$ cat src/rtl/wake_cfg_pkg.sv
// shared constants and carrier types for the pwm and selective-wake register bank
package wake_cfg_pkg;

   // seven-bit register addresses on the serial control port
   localparam logic [6:0] SECOND_PWM_DUTY_ADDR   = 7'h19;
   localparam logic [6:0] PWM_FREQUENCY_ADDR     = 7'h1c;
   localparam logic [6:0] HOST_SCRATCH_ADDR      = 7'h1e;
   localparam logic [6:0] WAKE_CONTROL_ADDR      = 7'h20;
   localparam logic [6:0] WAKE_BIT_QUANTA_ADDR   = 7'h21;
   localparam logic [6:0] WAKE_SAMPLE_POINT_ADDR = 7'h22;

   // reset values
   localparam logic [7:0] SECOND_PWM_DUTY_RST   = 8'h00;
   localparam logic [7:0] PWM_FREQUENCY_RST     = 8'h00;
   localparam logic [7:0] HOST_SCRATCH_RST      = 8'h00;
   localparam logic [7:0] WAKE_CONTROL_RST      = 8'h00;
   localparam logic [7:0] WAKE_BIT_QUANTA_RST   = 8'ha0;
   localparam logic [5:0] WAKE_SAMPLE_POINT_RST = 6'h33;

   // duty extremes
   localparam logic [7:0] DUTY_FULL_OFF = 8'h00;
   localparam logic [7:0] DUTY_FULL_ON  = 8'hff;

   // field positions in the frequency register
   localparam int FIRST_RATE_BIT  = 0;
   localparam int SECOND_RATE_BIT = 2;

   // field positions in the wake control register
   localparam int TRIM_ENABLE_BIT   = 7;
   localparam int UNLOCK_HI_BIT     = 6;
   localparam int UNLOCK_LO_BIT     = 5;
   localparam int TIMEOUT_MASK_BIT  = 4;
   localparam int CONFIG_VALID_BIT  = 0;
   localparam logic [1:0] UNLOCK_CODE = 2'h3;

   // writable-bit masks, reserved positions are zero
   localparam logic [7:0] PWM_FREQUENCY_MASK     = 8'h05;
   localparam logic [7:0] WAKE_CONTROL_MASK      = 8'hf1;
   localparam logic [7:0] WAKE_SAMPLE_POINT_MASK = 8'h3f;
   localparam logic [7:0] FULL_BYTE_MASK         = 8'hff;

   // one register access as decoded by the serial port
   typedef struct packed {
      logic       write;
      logic       read;
      logic [6:0] addr;
      logic [7:0] wdata;
   } reg_req_t;

   // operating mode of the chip, one-hot levels
   typedef struct packed {
      logic normal;
      logic stop;
      logic failSafe;
   } chip_mode_t;

endpackage : wake_cfg_pkg

$ cat src/rtl/pwm_wake_cfg_regs.sv
// pwm duty and rate, host scratch byte and selective-wake configuration registers

// Operation
// - duty zero off, all ones on, else value/255
// - duty at 0x19, clears on reset, restart keeps
// - rate select bits 0 and 2, 200/400 Hz
// - reserved bits read as zero
// - scratch byte cleared at power-up, survives soft reset
// - scratch accessible only in normal mode
// - chip logic never alters scratch byte
// - wake control bit 7 enables oscillator trimming
// - trim unlock only when field is 11
// - host drives transmit pin as trim reference
// - unlock code also permits option register writes
// - bit 4 gates timeout onto alert pin
// - timeout flag, alert only with wake enabled
// - wake enabled only while config-valid bit set
// - config-valid clears on wake, reset, config change
// - stop-mode config write clears config-valid
// - quanta per bit field resets to 0xa0
// - sample point six bits, resets to 0x33
module pwm_wake_cfg_regs (
   // clock and power-on reset
   input  wire logic                     mclk,
   input  wire logic                     rst_n,
   // register access from the serial control port
   input  wire wake_cfg_pkg::reg_req_t   regReq,
   output logic [7:0]                    regRdata_r,
   output logic                          regRvalid_r,
   // chip state and events
   input  wire wake_cfg_pkg::chip_mode_t chipMode,
   input  wire logic                     softReset,
   input  wire logic                     restartEntry,
   input  wire logic                     wakeEvent,
   input  wire logic                     canConfigWrite,
   input  wire logic                     busTimeout,
   input  wire logic                     busTimeoutClear,
   // pwm generator controls
   output logic [7:0]                    secondDuty_r,
   output logic                          secondFullOff_r,
   output logic                          secondFullOn_r,
   output logic                          firstRate400_r,
   output logic                          secondRate400_r,
   // oscillator trimming and option register gate
   output logic                          oscillatorTrimEnable_r,
   output logic                          trimUnlocked_r,
   output logic                          optionWriteAllowed_r,
   // selective wake state
   output logic                          wakeConfigValid_r,
   output logic                          selectiveWakeEnable_r,
   output logic                          busTimeoutFlag_r,
   output logic                          hostAlert_r,
   // bit timing
   output logic [7:0]                    quantaPerBit_r,
   output logic [5:0]                    samplePointFraction_r,
   // host scratch byte
   output logic [7:0]                    hostScratch_r
);

   // writable-bit mask of each mapped address, zero for unmapped ones
   function automatic logic [7:0] writeMask(input logic [6:0] addr);
      case (addr)
         wake_cfg_pkg::SECOND_PWM_DUTY_ADDR:   writeMask = wake_cfg_pkg::FULL_BYTE_MASK;
         wake_cfg_pkg::PWM_FREQUENCY_ADDR:     writeMask = wake_cfg_pkg::PWM_FREQUENCY_MASK;
         wake_cfg_pkg::HOST_SCRATCH_ADDR:      writeMask = wake_cfg_pkg::FULL_BYTE_MASK;
         wake_cfg_pkg::WAKE_CONTROL_ADDR:      writeMask = wake_cfg_pkg::WAKE_CONTROL_MASK;
         wake_cfg_pkg::WAKE_BIT_QUANTA_ADDR:   writeMask = wake_cfg_pkg::FULL_BYTE_MASK;
         wake_cfg_pkg::WAKE_SAMPLE_POINT_ADDR: writeMask = wake_cfg_pkg::WAKE_SAMPLE_POINT_MASK;
         default:                              writeMask = 8'h00;
      endcase
   endfunction : writeMask

   // stored register images, reserved bits kept at zero
   logic [7:0] freqReg_r;        // frequency register image
   logic [7:0] wakeCtrl_r;       // wake control register image
   logic [7:0] wakeCtrl_nxt;     // next wake control image
   logic [7:0] maskedWdata;      // write data with reserved bits stripped
   logic [7:0] readMux;          // read data before registering

   // write strobes per register
   logic wrDuty;
   logic wrFreq;
   logic wrScratch;
   logic wrWakeCtrl;
   logic wrQuanta;
   logic wrSample;
   logic wakeDataChange;         // host changed selective-wake data
   logic stopConfigWrite;        // config write while in stop mode
   logic timeoutVisible;         // timeout may be reported now

   assign maskedWdata = regReq.wdata & writeMask(regReq.addr);
   assign wrDuty      = regReq.write && regReq.addr == wake_cfg_pkg::SECOND_PWM_DUTY_ADDR;
   assign wrFreq      = regReq.write && regReq.addr == wake_cfg_pkg::PWM_FREQUENCY_ADDR;
   assign wrScratch   = regReq.write && regReq.addr == wake_cfg_pkg::HOST_SCRATCH_ADDR
                        && chipMode.normal;
   assign wrWakeCtrl  = regReq.write && regReq.addr == wake_cfg_pkg::WAKE_CONTROL_ADDR;
   assign wrQuanta    = regReq.write && regReq.addr == wake_cfg_pkg::WAKE_BIT_QUANTA_ADDR;
   assign wrSample    = regReq.write && regReq.addr == wake_cfg_pkg::WAKE_SAMPLE_POINT_ADDR;

   // bit-timing writes and external id/mask/length writes are config changes
   assign wakeDataChange  = wrQuanta || wrSample || canConfigWrite;
   // in stop mode the control register write counts too
   assign stopConfigWrite = chipMode.stop && (wakeDataChange || wrWakeCtrl);

   // second pwm duty: cleared by power-on and soft reset, restart leaves it
   always_ff @(posedge mclk) begin
      if (!rst_n || softReset) begin
         secondDuty_r <= wake_cfg_pkg::SECOND_PWM_DUTY_RST;
      end else if (wrDuty) begin
         secondDuty_r <= maskedWdata;
      end
   end

   // extreme duty decode for the waveform generator
   always_ff @(posedge mclk) begin
      if (!rst_n || softReset) begin
         secondFullOff_r <= 1'b1;
         secondFullOn_r  <= 1'b0;
      end else if (wrDuty) begin
         secondFullOff_r <= maskedWdata == wake_cfg_pkg::DUTY_FULL_OFF;
         secondFullOn_r  <= maskedWdata == wake_cfg_pkg::DUTY_FULL_ON;
      end
   end

   // frequency register; restart keeps the selects
   always_ff @(posedge mclk) begin
      if (!rst_n || softReset) begin
         freqReg_r <= wake_cfg_pkg::PWM_FREQUENCY_RST;
      end else if (wrFreq) begin
         freqReg_r <= maskedWdata;
      end
   end

   // rate selects driven from flops, one means 400 Hz
   always_ff @(posedge mclk) begin
      if (!rst_n || softReset) begin
         firstRate400_r  <= 1'b0;
         secondRate400_r <= 1'b0;
      end else if (wrFreq) begin
         firstRate400_r  <= maskedWdata[wake_cfg_pkg::FIRST_RATE_BIT];
         secondRate400_r <= maskedWdata[wake_cfg_pkg::SECOND_RATE_BIT];
      end
   end

   // scratch byte: power-on only, soft reset and modes never touch it
   always_ff @(posedge mclk) begin
      if (!rst_n) begin
         hostScratch_r <= wake_cfg_pkg::HOST_SCRATCH_RST;
      end else if (wrScratch) begin
         hostScratch_r <= maskedWdata;
      end
   end

   // next wake control image: host write, then hardware clears of the valid bit
   always_comb begin
      wakeCtrl_nxt = wakeCtrl_r;
      if (wrWakeCtrl) begin
         wakeCtrl_nxt = maskedWdata;
      end
      if (restartEntry) begin
         wakeCtrl_nxt[3:0] = 4'h0; // low nibble has a defined restart value
      end
      // hardware clear outranks a simultaneous host set
      if (wakeEvent || wakeDataChange || stopConfigWrite) begin
         wakeCtrl_nxt[wake_cfg_pkg::CONFIG_VALID_BIT] = 1'b0;
      end
   end

   // wake control register
   always_ff @(posedge mclk) begin
      if (!rst_n || softReset) begin
         wakeCtrl_r <= wake_cfg_pkg::WAKE_CONTROL_RST;
      end else begin
         wakeCtrl_r <= wakeCtrl_nxt;
      end
   end

   // decoded trimming and wake controls, registered from the next image
   always_ff @(posedge mclk) begin
      if (!rst_n || softReset) begin
         oscillatorTrimEnable_r <= 1'b0;
         trimUnlocked_r         <= 1'b0;
         optionWriteAllowed_r   <= 1'b0;
         wakeConfigValid_r      <= 1'b0;
         selectiveWakeEnable_r  <= 1'b0;
      end else begin
         // trimming uses the transmit pin as reference outside this block
         oscillatorTrimEnable_r <= wakeCtrl_nxt[wake_cfg_pkg::TRIM_ENABLE_BIT];
         trimUnlocked_r         <= wakeCtrl_nxt[wake_cfg_pkg::UNLOCK_HI_BIT:
                                                wake_cfg_pkg::UNLOCK_LO_BIT]
                                   == wake_cfg_pkg::UNLOCK_CODE;
         optionWriteAllowed_r   <= wakeCtrl_nxt[wake_cfg_pkg::UNLOCK_HI_BIT:
                                                wake_cfg_pkg::UNLOCK_LO_BIT]
                                   == wake_cfg_pkg::UNLOCK_CODE;
         wakeConfigValid_r      <= wakeCtrl_nxt[wake_cfg_pkg::CONFIG_VALID_BIT];
         selectiveWakeEnable_r  <= wakeCtrl_nxt[wake_cfg_pkg::CONFIG_VALID_BIT];
      end
   end

   // timeout reported only with selective wake on, in normal or stop mode
   assign timeoutVisible = selectiveWakeEnable_r && (chipMode.normal || chipMode.stop);

   // timeout status flag: set only while selective wake is on, clear works at any time, set wins
   always_ff @(posedge mclk) begin
      if (!rst_n || softReset) begin
         busTimeoutFlag_r <= 1'b0;
      end else if (busTimeout && selectiveWakeEnable_r) begin
         busTimeoutFlag_r <= 1'b1;
      end else if (busTimeoutClear) begin
         busTimeoutFlag_r <= 1'b0;
      end
   end

   // one-cycle alert request, gated by the timeout mask bit
   always_ff @(posedge mclk) begin
      if (!rst_n || softReset) begin
         hostAlert_r <= 1'b0;
      end else begin
         hostAlert_r <= busTimeout && timeoutVisible
                        && wakeCtrl_r[wake_cfg_pkg::TIMEOUT_MASK_BIT];
      end
   end

   // bit timing registers
   always_ff @(posedge mclk) begin
      if (!rst_n || softReset) begin
         quantaPerBit_r        <= wake_cfg_pkg::WAKE_BIT_QUANTA_RST;
         samplePointFraction_r <= wake_cfg_pkg::WAKE_SAMPLE_POINT_RST;
      end else begin
         if (wrQuanta) begin
            quantaPerBit_r <= maskedWdata;
         end
         if (wrSample) begin
            samplePointFraction_r <= maskedWdata[5:0];
         end
      end
   end

   // read multiplexer; scratch reads as zero outside normal mode
   always_comb begin
      case (regReq.addr)
         wake_cfg_pkg::SECOND_PWM_DUTY_ADDR:   readMux = secondDuty_r;
         wake_cfg_pkg::PWM_FREQUENCY_ADDR:     readMux = freqReg_r;
         wake_cfg_pkg::HOST_SCRATCH_ADDR:
            readMux = chipMode.normal ? hostScratch_r : 8'h00;
         wake_cfg_pkg::WAKE_CONTROL_ADDR:      readMux = wakeCtrl_r;
         wake_cfg_pkg::WAKE_BIT_QUANTA_ADDR:   readMux = quantaPerBit_r;
         wake_cfg_pkg::WAKE_SAMPLE_POINT_ADDR: readMux = {2'b00, samplePointFraction_r};
         default:                              readMux = 8'h00;
      endcase
   end

   // registered read answer, one cycle after the request
   always_ff @(posedge mclk) begin
      if (!rst_n) begin
         regRdata_r  <= 8'h00;
         regRvalid_r <= 1'b0;
      end else begin
         regRvalid_r <= regReq.read;
         if (regReq.read) begin
            regRdata_r <= readMux & writeMask(regReq.addr);
         end
      end
   end
endmodule : pwm_wake_cfg_regs

$ cat config.mk
export PLATFORM = sky130hd
export DESIGN_NAME = pwm_wake_cfg_regs
export DESIGN_NICKNAME = d
export VERILOG_FILES = /design/src/rtl/wake_cfg_pkg.sv /design/src/rtl/pwm_wake_cfg_regs.sv
export SDC_FILE = /design/constraint.sdc
export NUM_CORES = 1
export LEC_CHECK = 0
export BUFFER_PORTS_ARGS = -buffer_cell sky130_fd_sc_hd__buf_2
export CAP_MARGIN = 15
export CORE_ASPECT_RATIO = 0.6
export CORE_UTILIZATION = 37
export CTS_BUF_LIST = sky130_fd_sc_hd__clkbuf_16
export CTS_CLUSTER_SIZE = 10
export DETAILED_ROUTE_END_ITERATION = 10
export PLACE_DENSITY = 0.73
export SLEW_MARGIN = 20
export SYNTH_ARGS = -nofsm -noshare
export SYNTH_HDL_FRONTEND = slang
export SYNTH_SLANG_ARGS = --single-unit
export TNS_END_PERCENT = 30
$ cat constraint.sdc
create_clock -name mclk -period 1.6 [get_ports mclk]
set_input_delay 0.16 -clock mclk [delete_from_list [all_inputs] [get_ports mclk]]
set_output_delay 0.16 -clock mclk [all_outputs]
set_load 0.005 [all_outputs]
==> results of run 1 <==
==> routing by layer <==
metal,up-vias,share of wire (%),GRT usage (%)
met1,1433,45,36.0
met4,0,0.71,6.49
met3,10,14,11.7
met5,-,0,0
met2,176,41,34.3
li1,1443,-,-
==> synthesized netlist by cell type, drive strengths merged, types with 7 or more instances <==
cell	instances
a21oi	26
buf	13
nand2	57
nand3	32
and2	12
nor2	16
nor3	11
a21boi	7
o21ai	13
dfxtp	60
nor2b	7
a22oi	9
mux2i	7
clkbuf	9
==> sequential cells by signal, indices dropped and copies added (netlist names), 6 cells and up <==
register               flops
regRdata_r                 8
samplePointFraction_r      6
freqReg_r                  8
secondDuty_r               8
quantaPerBit_r             8
wakeCtrl_r                 8
hostScratch_r              8
==> area by class of cell <==
type                    count  share of cell area, %
clock buffers               9                   5.83
clock inverters             7                  0.907
inverters                   3                  0.292
multi-input cells         252                   38.8
flip-flops and latches     60                   31.1
well taps                 104                   3.37
repair buffers            125                   19.7
==> worst register-to-register path: stages (launching register included) <==
cell,delay [ns]
dfxtp_1,0.33
a22o_1,0.27
a221oi_1,0.28
o21a_1,0.19
nor3_1,0.05
==> power by group through the flow <==
stage | combinational, mW | sequential, mW | clock (mW)
floorplan | 0.123 | 1.54 | 0
global placement | 0.270 | 1.54 | 0
detailed placement | 0.273 | 1.54 | 0
CTS | 0.275 | 1.51 | 1.72
global route | 0.300 | 1.50 | 1.77
finish | 0.282 | 1.51 | 1.68
==> cells by family (layout without fill, tap and decap cells) <==
logic type	count (synthesis)	in the layout
compound gates	84	84
buf+inv	25	144
flops	60	60
mux	9	9
simple gates	159	159
==> how the worst min path moves through the flow <==
stage | startpoint | endpoint | slack, ns | cells past startpoint
2_1_floorplan | regReq[7] | quantaPerBit_r[7] | 0.28 | 2
3_3_place_gp | busTimeout | hostAlert_r | 0.43 | 3
3_5_place_dp | busTimeoutClear | busTimeoutFlag_r | 0.44 | 3
4_1_cts | busTimeoutClear | busTimeoutFlag_r | 0.08 | 3
5_1_grt | busTimeoutClear | busTimeoutFlag_r | 0.10 | 3
6_report | busTimeoutClear | busTimeoutFlag_r | 0.09 | 3
==> through the flow <==
| stage | setup slack [ns] | cell area, um^2 | setup TNS (ns) | util [%] | power, mW |
|---|---|---|---|---|---|
| 6_report | 0.195 | 3860 | 0 | 52.9 | 3.47 |
| 4_1_cts | 0.250 | 3860 | 0 | 52.9 | 3.50 |
| 2_1_floorplan | 0.0798 | 2810 | 0 | - | 1.66 |
| 3_5_place_dp | -0.106 | 3600 | -1.81 | 49.3 | 1.81 |
| 5_1_grt | 0.0879 | 3860 | 0 | 52.9 | 3.58 |
| 3_3_place_gp | -0.0621 | 3600 | -0.883 | 49.3 | 1.81 |
==> layout by cell type (no fill, tap or decap), types with 4 or more instances in the layout <==
cell / synthesis / routed
a21boi_0: 5 / 5
a21oi_1: 25 / 25
a22o_1: 6 / 6
a22oi_1: 9 / 9
a31oi_1: 4 / 4
and2_1: 12 / 12
buf_2: 8 / 76
buf_4: 3 / 48
clkbuf_16: 0 / 9
clkinv_2: 0 / 4
dfxtp_1: 60 / 60
inv_1: 3 / 4
mux2i_1: 7 / 7
nand2_1: 57 / 57
nand2b_1: 4 / 4
nand3_1: 32 / 32
nor2_1: 15 / 15
nor2b_1: 7 / 7
nor3_1: 9 / 9
o21a_1: 4 / 4
o21ai_0: 10 / 10
==> summary.md, run 1 <==
| Metric | Value |
|---|---|
| Status | complete, no violations |
| Post-Synth Simple-Gate Area | between 20 and 30% |
| Max-Cap Viols | 0 |
| Hold Path Class | in2reg |
| Synthesized area per cell | roughly 8.3 um^2 |
| Mux cell area share after synthesis | under 10% |
| Clock Tree Buf Depth | 2 |
| GPL Wtd Cong | around 0.95 |
| CP Capture Type | register |
| Hold WS | 0.0925 ns |
| End of the critical path | samplePointFraction_r[2] |
| ANT cells | 0 |
| P_sw | just over 0.8 mW |
| Area grow syn2layout | 37.2% |
| Initial antenna violation count | 0 |
| Compound-Gate Fraction of Synth Area | around a fifth |
| FFs w/ async S/R, synth | 0% |
| Net Count, Synth | ~370 |
| Post-synthesis adder-cell area fraction | 0% |
| Critical path startpoint category | primary input |
| Yosys top cell by area | dfxtp_1 |
| Finish-stage setup viols | 0 |
| Worst setup path class | in2reg |
| R2r startpoint | quantaPerBit_r[6] |
| Sw Share | a little under a quarter |
| Max Freq | 712 MHz |
| CORE AREA | 7300 um^2 |
| CP max stage cell | nor4b_2 |
| #FFs+latches synth | 60 |
| Cell Int Power | approximately 2.6 mW |
| Top FF cell, synth | dfxtp_1 |
| Mapped cell area | 2810 um^2 |
| Pwr per Cell Area | 898 nW/um^2 |
| Vias per cell | around 5.5 |
| Flop-to-flop setup slack | 0.36 ns |
| Final std cells w/o fill | 560 |
| Gr ovfl total | 0 |
| FP Rows | 24 |
| CP top delay family | buffers and inverters |
| Reg power frac | a little over two fifths |
| Worst VDD drop | 637 uV |
| Clock share of power | about 48% |
| Final hold vios | 0 |
| Skew-Pair Late Insertion Delay | between 0.3 and 0.4 ns |
| CP Max Fanout | 11 |
| Most frequent CP cell | buf_4 |
| Reg2reg path depth | 4 |
| Synth warnings | 0 |
| I/O pin cnt | 78 |
| Die area | 7970 um^2 |
| TritonCTS Buffers | 9 |
| Number of port buffers | 76 |
| Unrepaired setup endpoints after global routing | no |
| Vias | approximately 3100 |
| CTS Hold Bufs | 0 |
| Stages on the worst setup path | 9 |
| Placed insts | between 500 and 600 |
| Total Wirelength | between 9 and 10 mm |
| Clock Sinks | 60 |
| Post-route ant nets | 0 |
| CTS tree | built |
| FF/Latch Area | about 1200 um^2 |
| Share of cells above drive strength 1 | between 30 and 40% |
| Worst-path clk slew | 0.05 ns |
| Tot GR Track Use | approximately 25% |
| Skew final | 0.00768 ns |
| CP required | around 1.9 ns |
| Sequential share of the synthesized area | a little over two fifths |
| Data arrival time of the critical path | between 1.5 and 2 ns |
| Htree depth | 3 |
| Leakage Power | ~1.6 nW |
| Chip Width | 115 um |
| Buffers and inverters on the worst path | 4 |
| Hpwl dp | 7.40 mm |
| DR WL/cell | between 15 and 20 um |
| DRC Markers | 0 |
| Initial core utilization | about two fifths |
| Largest cells by area after synthesis | dfxtp_1 43%, nand2_1 7.6%, nand3_1 5.7%, a21oi_1 4.4%, and2_1 2.7% |
| Root buffer cell | clkbuf_16 |
| Largest net degree at the start of global routing | 26 |
| Mapped Cells | around 340 |
| R2r endpoint | regRdata_r[6] |
| Slew HR | roughly three fifths |
| CP max stage delay | 0.33 ns |
| # fillers | 703 |
| Yosys cell types | a little under 50 |
| Cell Chain, Critical Path | buf_2, buf_4, nor4b_2, o21ai_1, buf_4, a21oi_1, buf_4, nand3_1, a21oi_1 |
| Slew @ Worst Pin | between 0.6 and 0.7 ns |
| Resized cells post-CTS | 0 |
| Post-Synth XOR/XNOR Area | 0% |
| Final period utilization | between 80% and 90% |
| Post-synth EDFFs | 0 |
| Largest family of logic cells by synthesized area | simple AND/OR/NAND/NOR gates |
| Vias in the first global route | 2749 |
| Die height | 69.6 um |
| Post-CTS repair timing setup buffer count | 0 |
| Final Max Tran Viols | 0 |
| Fin nets | between 400 and 500 |
| DRT Pass-1 Iters | 6 |
| First DRT Iteration DRCs | ~310 |
| Worst Setup SP | regReq[10] |
| Area of the multi-input gates | 1500 um^2 |
| First-pass GRT wire length | 14.8 mm |
| Synth top area share | 42.7% |
| Post-route minimum period | 1.41 ns |
| Logic gate share of total power | under 10% |
Power figures use the tool's default switching activity.
==> run 2, diff against run 1 <==
--- a/config.mk
+++ b/config.mk
@@ -7,13 +7,12 @@
 export LEC_CHECK = 0
 export BUFFER_PORTS_ARGS = -buffer_cell sky130_fd_sc_hd__buf_2
 export CAP_MARGIN = 15
-export CORE_ASPECT_RATIO = 0.6
+export CORE_ASPECT_RATIO = 1.4
 export CORE_UTILIZATION = 37
 export CTS_BUF_LIST = sky130_fd_sc_hd__clkbuf_16
 export CTS_CLUSTER_SIZE = 10
 export DETAILED_ROUTE_END_ITERATION = 10
 export PLACE_DENSITY = 0.73
-export SLEW_MARGIN = 20
 export SYNTH_ARGS = -nofsm -noshare
 export SYNTH_HDL_FRONTEND = slang
 export SYNTH_SLANG_ARGS = --single-unit
==> run 2 against run 1 <==
Design area up 0.26%; cell count down 2.3%; clock power rose by 25%; global-route usage down 0.62 points; die area hardly changed; count of clock-buffer cells in the layout is the same; highest routed layer unchanged.
==> summary.md, run 2 (synthesized netlist as in run 1, its figures left out) <==
| Metric | Value |
|---|---|
| Die area | 7960 um^2 (about the same) |
| Leakage Power | 1.63 nW (-0.44%) |
| Slew HR | 73.2% (+14 points) |
| Worst Hold End | hostAlert_r |
| R2r startpoint | quantaPerBit_r[7] |
| Initial antenna violation count | 0 (unchanged) |
| Skew final | 0.00405 ns (-0.00363 ns) |
| Hpwl dp | 7.11 mm (-4.0%) |
| Commonest non-fill, non-tap cell in the layout | buf_2 |
| Clock Tree Buf Depth | 2 (unchanged) |
| Reg2reg path depth | 4 (unchanged) |
| Critical path startpoint category | primary input |
| CP Max Fanout | 7 (-4) |
| Post-CTS repair timing setup buffer count | 0 (unchanged) |
| First DRT Iteration DRCs | 327 (+4.5%) |
| Resized cells post-CTS | 0 (unchanged) |
| Most frequent cells in the layout | 76 x buf_2, 60 x dfxtp_1, 57 x nand2_1 |
| Max Freq | 722 MHz (+1.5%) |
| Hold depth | 3 (unchanged) |
| Unrepaired setup endpoints after global routing | no |
| FP Rows | 37 (+54%) |
| # fillers | 695 (-1.1%) |
| Finish-stage setup viols | 0 (unchanged) |
| CORE AREA | 7360 um^2 (+0.87%) |
| CP required | 1.86 ns (about the same) |
| Worst VDD drop | 712 uV (+12%) |
| DR WL/cell | 17.0 um (-1.7%) |
| GPL Wtd Cong | 0.917 (-3.9%) |
| Root buffer cell | clkbuf_16 |
| ANT cells | 0 (unchanged) |
| Clock Sinks | 60 (unchanged) |
| Vias | 2997 (-2.1%) |
| Largest net degree at the start of global routing | 18 (-31%) |
| Worst setup path class | in2reg |
| Max-Cap Viols | 0 (unchanged) |
| Worst-path clk slew | 0.06 ns (about the same) |
| Hold WS | 0.0908 ns (-0.00170 ns) |
| Tot GR Track Use | 24.8% (-0.62 points) |
| CTS tree | built |
| Gr ovfl total | 0 (unchanged) |
| Htree depth | 3 (unchanged) |
| CP max stage delay | 0.58 ns (+0.25 ns) |
| CTS Hold Bufs | 0 (unchanged) |
| Post-route minimum period | 1.38 ns (-0.0207 ns) |
| I/O pin cnt | 78 (unchanged) |
| Final Max Tran Viols | 0 (unchanged) |
| HP Start | busTimeout |
| CP Capture Type | register |
| Final period utilization | 86.5% (-1.3 points) |
| Vias in the first global route | 2809 (+2.2%) |
| Share of cells above drive strength 1 | 32.7% (-0.45 points) |
| Die height | 105 um (+51%) |
| Status | complete, no violations |
| R2r endpoint | regRdata_r[7] |
| Total Wirelength | 9.29 mm (-4.0%) |
| Area grow syn2layout | 37.6% |
| Initial core utilization | 38.2% (-0.33 points) |
| First-pass GRT wire length | 14.4 mm (-3.0%) |
| Vias per cell | 5.48 (+0.20%) |
| Chip Width | 75.7 um (-34%) |
| Data arrival time of the critical path | 1.64 ns (-0.03 ns) |
| CP max stage cell | or4b_4 |
| Post-route ant nets | 0 (unchanged) |
| DRT Pass-1 Iters | 6 (unchanged) |
| Skew-Pair Late Insertion Delay | 0.33 ns (about the same) |
| Final core occ | 52.6% (-0.32 points) |
| Final Power | 3.88 mW (+12%) |
| Slew @ Worst Pin | 0.396 ns (-0.213 ns) |
| Hold Path Class | in2reg |
| DRC Markers | 0 (unchanged) |
| TritonCTS Buffers | 9 (unchanged) |
| Pwr per Cell Area | 1000 nW/um^2 (+12%) |
| Fin nets | 473 (-1.3%) |
| Final hold vios | 0 (unchanged) |
| Flop-to-flop setup slack | 0.31 ns (-0.05 ns) |
| Number of port buffers | 76 (unchanged) |
| Cell Chain, Critical Path | buf_2, or4b_4, nor2_4, and3_1, nand3_1, a21oi_1 |
## run 2: changes by cell type in the layout (fill, tap and decap cells not counted)
| cell | delta |
|---|---|
| buf_4 | -6 |
| bufinv_16 | +2 |
| clkinv_1 | -1 |
| clkinv_2 | -3 |
| clkinv_4 | +1 |
| inv_1 | -1 |
| inv_6 | +2 |
## run 2: power breakdown
part           internal (mW)  total (mW)  switching (mW)  leakage (nW)
Combinational          0.114       0.278           0.164         0.987
Sequential              1.50        1.50         0.00303         0.484
Clock                   1.37        2.10           0.723         0.156
## run 2: worst max-delay path by stage
stage / endpoint / startpoint / slack (ns)
after floorplan: wakeCtrl_r[0] / regReq[10] / 0.08
after global placement: quantaPerBit_r[4] / regReq[10] / -0.09
after detailed placement: quantaPerBit_r[4] / regReq[10] / -0.10
after CTS: quantaPerBit_r[4] / regReq[10] / 0.23
after global routing: secondFullOff_r / regReq[13] / 0.1
final: quantaPerBit_r[3] / regReq[10] / 0.22
## run 2: through the flow
step                      instance area [um^2]  setup slack [ns]  std cells  TNS, ns
after global routing                      3870            0.0961        547        0
after floorplan                           2810            0.0798        337        0
after global placement                    3550           -0.0860        531   -0.902
after CTS                                 3870             0.227        547        0
final                                     3870             0.215        547        0
after detailed placement                  3550            -0.103        531    -1.33
## run 2: area by class of cell
type                       count  area, um^2  share of cell area [%]
tap                           97         121                    3.14
multi-input combinational    252        1500                    38.7
timing repair buffer         119         716                    18.5
clock buffer                   9         225                    5.82
sequential                    60        1200                    31.0
clock inverter                 7        98.8                    2.55
inverter                       3        11.3                   0.291
## run 2: metal layers
layer  vias up  routed length (um)  global-route usage [%]
li1       1428                   -                       -
met1      1400                3630                    30.3
met2       143                4760                    41.3
met3        26                 644                    5.50
met4         0                 264                    9.39
met5         -                   0                       0
## run 2: worst max-delay path: cells and delay by family
kind                   cells  cell delay [ns]
and+or+nand+nor            4             1.23
AOI/OAI and AO/OA          1             0.15
buffers and inverters      1             0.11
==> run 3, diff against run 2 <==
--- a/config.mk
+++ b/config.mk
@@ -8,11 +8,10 @@
 export BUFFER_PORTS_ARGS = -buffer_cell sky130_fd_sc_hd__buf_2
 export CAP_MARGIN = 15
 export CORE_ASPECT_RATIO = 1.4
-export CORE_UTILIZATION = 37
+export CORE_UTILIZATION = 47
 export CTS_BUF_LIST = sky130_fd_sc_hd__clkbuf_16
-export CTS_CLUSTER_SIZE = 10
 export DETAILED_ROUTE_END_ITERATION = 10
-export PLACE_DENSITY = 0.73
+export PLACE_DENSITY = 0.87
 export SYNTH_ARGS = -nofsm -noshare
 export SYNTH_HDL_FRONTEND = slang
 export SYNTH_SLANG_ARGS = --single-unit
==> constraint.sdc (replaced) <==
create_clock -name mclk -period 1.6 [get_ports mclk]
set_input_delay 0.16 -clock mclk [delete_from_list [all_inputs] [get_ports mclk]]
set_output_delay 0.16 -clock mclk [all_outputs]
set_load 0.01 [all_outputs]
==> run 3 against run 2 <==
Core utilization increased by 12 points; design area decreased by 3.5%; count of clock-buffer cells in the layout unchanged; sequential power about the same; flip-flop and latch count unchanged; sequential share of layout area increased by 1.1 points; clock power decreased by 20%; critical endpoint is now quantaPerBit_r[4]; largest power group unchanged; highest routed layer unchanged.
==> summary.md, run 3 (synthesized netlist as in run 1, its figures left out) <==
| Metric | Value |
|---|---|
| Status | complete, no violations |
| CP required | 1.85 ns (about the same) |
| Reg power frac | 43.3% (+4.5 points) |
| Final hold vios | 0 (unchanged) |
| I/O pin cnt | 78 (unchanged) |
| Initial core utilization | 48.3% (+10 points) |
| Hold Path Class | in2reg |
| Tot GR Track Use | 31.0% (+6.2 points) |
| Cell Chain, Critical Path | buf_2, or4b_4, nor2_4, and3_1, nand3_1, a21oi_1 |
| CTS Hold Bufs | 0 (unchanged) |
| Fin nets | 470 (-0.63%) |
| First DRT Iteration DRCs | 259 (-21%) |
| Number of port buffers | 76 (unchanged) |
| CP max stage cell | or4b_4 |
| Max Freq | 719 MHz (-0.41%) |
| Met3 Usage GRT | 6.22% (+0.72 points) |
| FF/Latch Area | 1200 um^2 (unchanged) |
| Vias in the first global route | 2768 (-1.5%) |
| Skew-Pair Late Insertion Delay | 0.33 ns (about the same) |
| DRT Pass-1 Iters | 6 (unchanged) |
| Area of the multi-input gates | 1500 um^2 (unchanged) |
| Vias | 3025 (+0.93%) |
| Vias per cell | 5.86 (+7.0%) |
| Worst-path clk slew | 0.05 ns (about the same) |
| Max-Cap Viols | 0 (unchanged) |
| Post-CTS repair timing setup buffer count | 0 (unchanged) |
| Worst Hold End | busTimeoutFlag_r |
| R2r startpoint | quantaPerBit_r[2] |
| Die height | 93.6 um (-11%) |
| Final period utilization | 86.9% (+0.35 points) |
| Clock Sinks | 60 (unchanged) |
| Post-route minimum period | 1.39 ns (+0.00564 ns) |
| Unrepaired setup endpoints after global routing | no |
| Critical path startpoint category | primary input |
| Worst VDD drop | 734 uV (+3.2%) |
| Chip Width | 67.4 um (-11%) |
| Resized cells post-CTS | 0 (unchanged) |
| Final Max Tran Viols | 0 (unchanged) |
| GPL Wtd Cong | 0.954 (+4.0%) |
| Largest net degree at the start of global routing | 17 (-1) |
| Flop-to-flop setup slack | 0.37 ns (+0.06 ns) |
| Met2 usage | 51.5% (+10 points) |
| GRT Max-Usage Layer | met2 |
| Total Wirelength | 9.12 mm (-1.8%) |
| Placement Setup Slack | -0.102 ns (+0.00104 ns) |
| Data arrival time of the critical path | 1.64 ns (about the same) |
| Worst setup path class | in2reg |
| CORE AREA | 5820 um^2 (-21%) |
| CP Max Fanout | 7 (unchanged) |
| Skew final | 0.00474 ns (+0.000693 ns) |
| ANT cells | 0 (unchanged) |
| DR WL/cell | 17.7 um (+4.1%) |
| Sw Share | 24.1% (+1.1 points) |
| HP Start | busTimeoutClear |
| CP max stage delay | 0.58 ns (about the same) |
| P_sw | 0.837 mW (-6.0%) |
| Htree depth | 3 (unchanged) |
| Initial antenna violation count | 0 (unchanged) |
| Final std cells w/o fill | 516 (-5.7%) |
| Commonest non-fill, non-tap cell in the layout | buf_2 |
| Post-route ant nets | 0 (unchanged) |
| Reg2reg path depth | 4 (unchanged) |
| Area grow syn2layout | 32.8% |
| Most frequent cells in the layout | 76 x buf_2, 60 x dfxtp_1, 57 x nand2_1 |
| Cell Int Power | 2.64 mW (-12%) |
| Placed insts | 501 (-5.6%) |
| FP Rows | 33 (-11%) |
| Root buffer cell | clkbuf_16 |
| Setup TNS | 0 ns (unchanged) |
| Die area | 6310 um^2 (-21%) |
| DRC Markers | 0 (unchanged) |
| First-pass GRT wire length | 14.1 mm (-2.2%) |
| Clock share of power | 48.7% (-5.3 points) |
| Leakage Power | 1.58 nW (-2.9%) |
| R2r endpoint | regRdata_r[2] |
| Clock Tree Buf Depth | 2 (unchanged) |
| Logic gate share of total power | 7.9% (+0.7 points) |
| Finish-stage setup viols | 0 (unchanged) |
| Gr ovfl total | 0 (unchanged) |
| Hold depth | 3 (unchanged) |
| Slew HR | 68.2% (-5.0 points) |
| Setup WS post-layout | 0.210 ns (-0.00564 ns) |
| M1 GR Usage | 36.9% (+6.7 points) |
| Final Power | 3.47 mW (-10%) |
| Share of cells above drive strength 1 | 31.6% (-1.1 points) |
| # fillers | 498 (-28%) |
| CP Capture Type | register |
| Pwr per Cell Area | 929 nW/um^2 (-7.2%) |
| TritonCTS Buffers | 9 (unchanged) |
| Hpwl dp | 6.74 mm (-5.1%) |
| CTS tree | built |
| Slew @ Worst Pin | 0.475 ns (+0.0795 ns) |
[run 3: cell count changes in the layout (fill, tap and decap cells not counted), sizes merged]
cell    previous run  this run
clkinv             2         4
inv                5         4
bufinv             2         0
buf              119       116
[run 3: routing by layer]
metal	up-vias	part of all wire (%)	wire length [um]
li1	1427	-	-
met1	1401	37	3420
met2	168	50	4560
met3	29	8.6	788
met4	0	3.9	360
met5	-	0	0
[run 3: metrics by stage]
step	utilization, %	cell area (um^2)	hold slack (ns)
floorplan	-	2810	0.283
CTS	64.2	3740	0.0913
finish	64.2	3740	0.0999
global placement	59.7	3480	0.428
detailed placement	59.7	3480	0.430
global route	64.2	3740	0.100
[run 3: worst max-delay path: cells and delay by family]
kind / cells / cell delay, ns
AOI/OAI and AO/OA: 1 / 0.16
buffers and inverters: 1 / 0.12
and+or+nand+nor: 4 / 1.20
[run 3: how the worst max path moves through the flow]
stage	startpoint	end	slack, ns	cells past startpoint
final	regReq[10]	quantaPerBit_r[4]	0.21	6
after global routing	regReq[10]	regRdata_r[1]	0.08	7
after CTS	regReq[10]	regRdata_r[4]	0.22	7
after detailed placement	regReq[10]	quantaPerBit_r[3]	-0.10	6
after global placement	regReq[10]	quantaPerBit_r[4]	-0.08	6
after floorplan	regReq[10]	wakeCtrl_r[0]	0.08	4
[run 3: cell type report]
| cell class | count | area share [%] |
|---|---|---|
| multi-input cells | 252 | 40.1 |
| flip-flops and latches | 60 | 32.1 |
| clock buffers | 9 | 6.03 |
| inverters | 3 | 0.301 |
| well taps | 70 | 2.34 |
| clock inverters | 6 | 0.904 |
| repair buffers | 116 | 18.2 |
[run 3: power groups by stage]
stage          combinational (mW)  sequential (mW)  clock [mW]
6_report                    0.276             1.50        1.69
5_1_grt                     0.295             1.50        1.77
4_1_cts                     0.270             1.50        1.69
3_5_place_dp                0.267             1.54           0
3_3_place_gp                0.264             1.54           0
2_1_floorplan               0.123             1.54           0
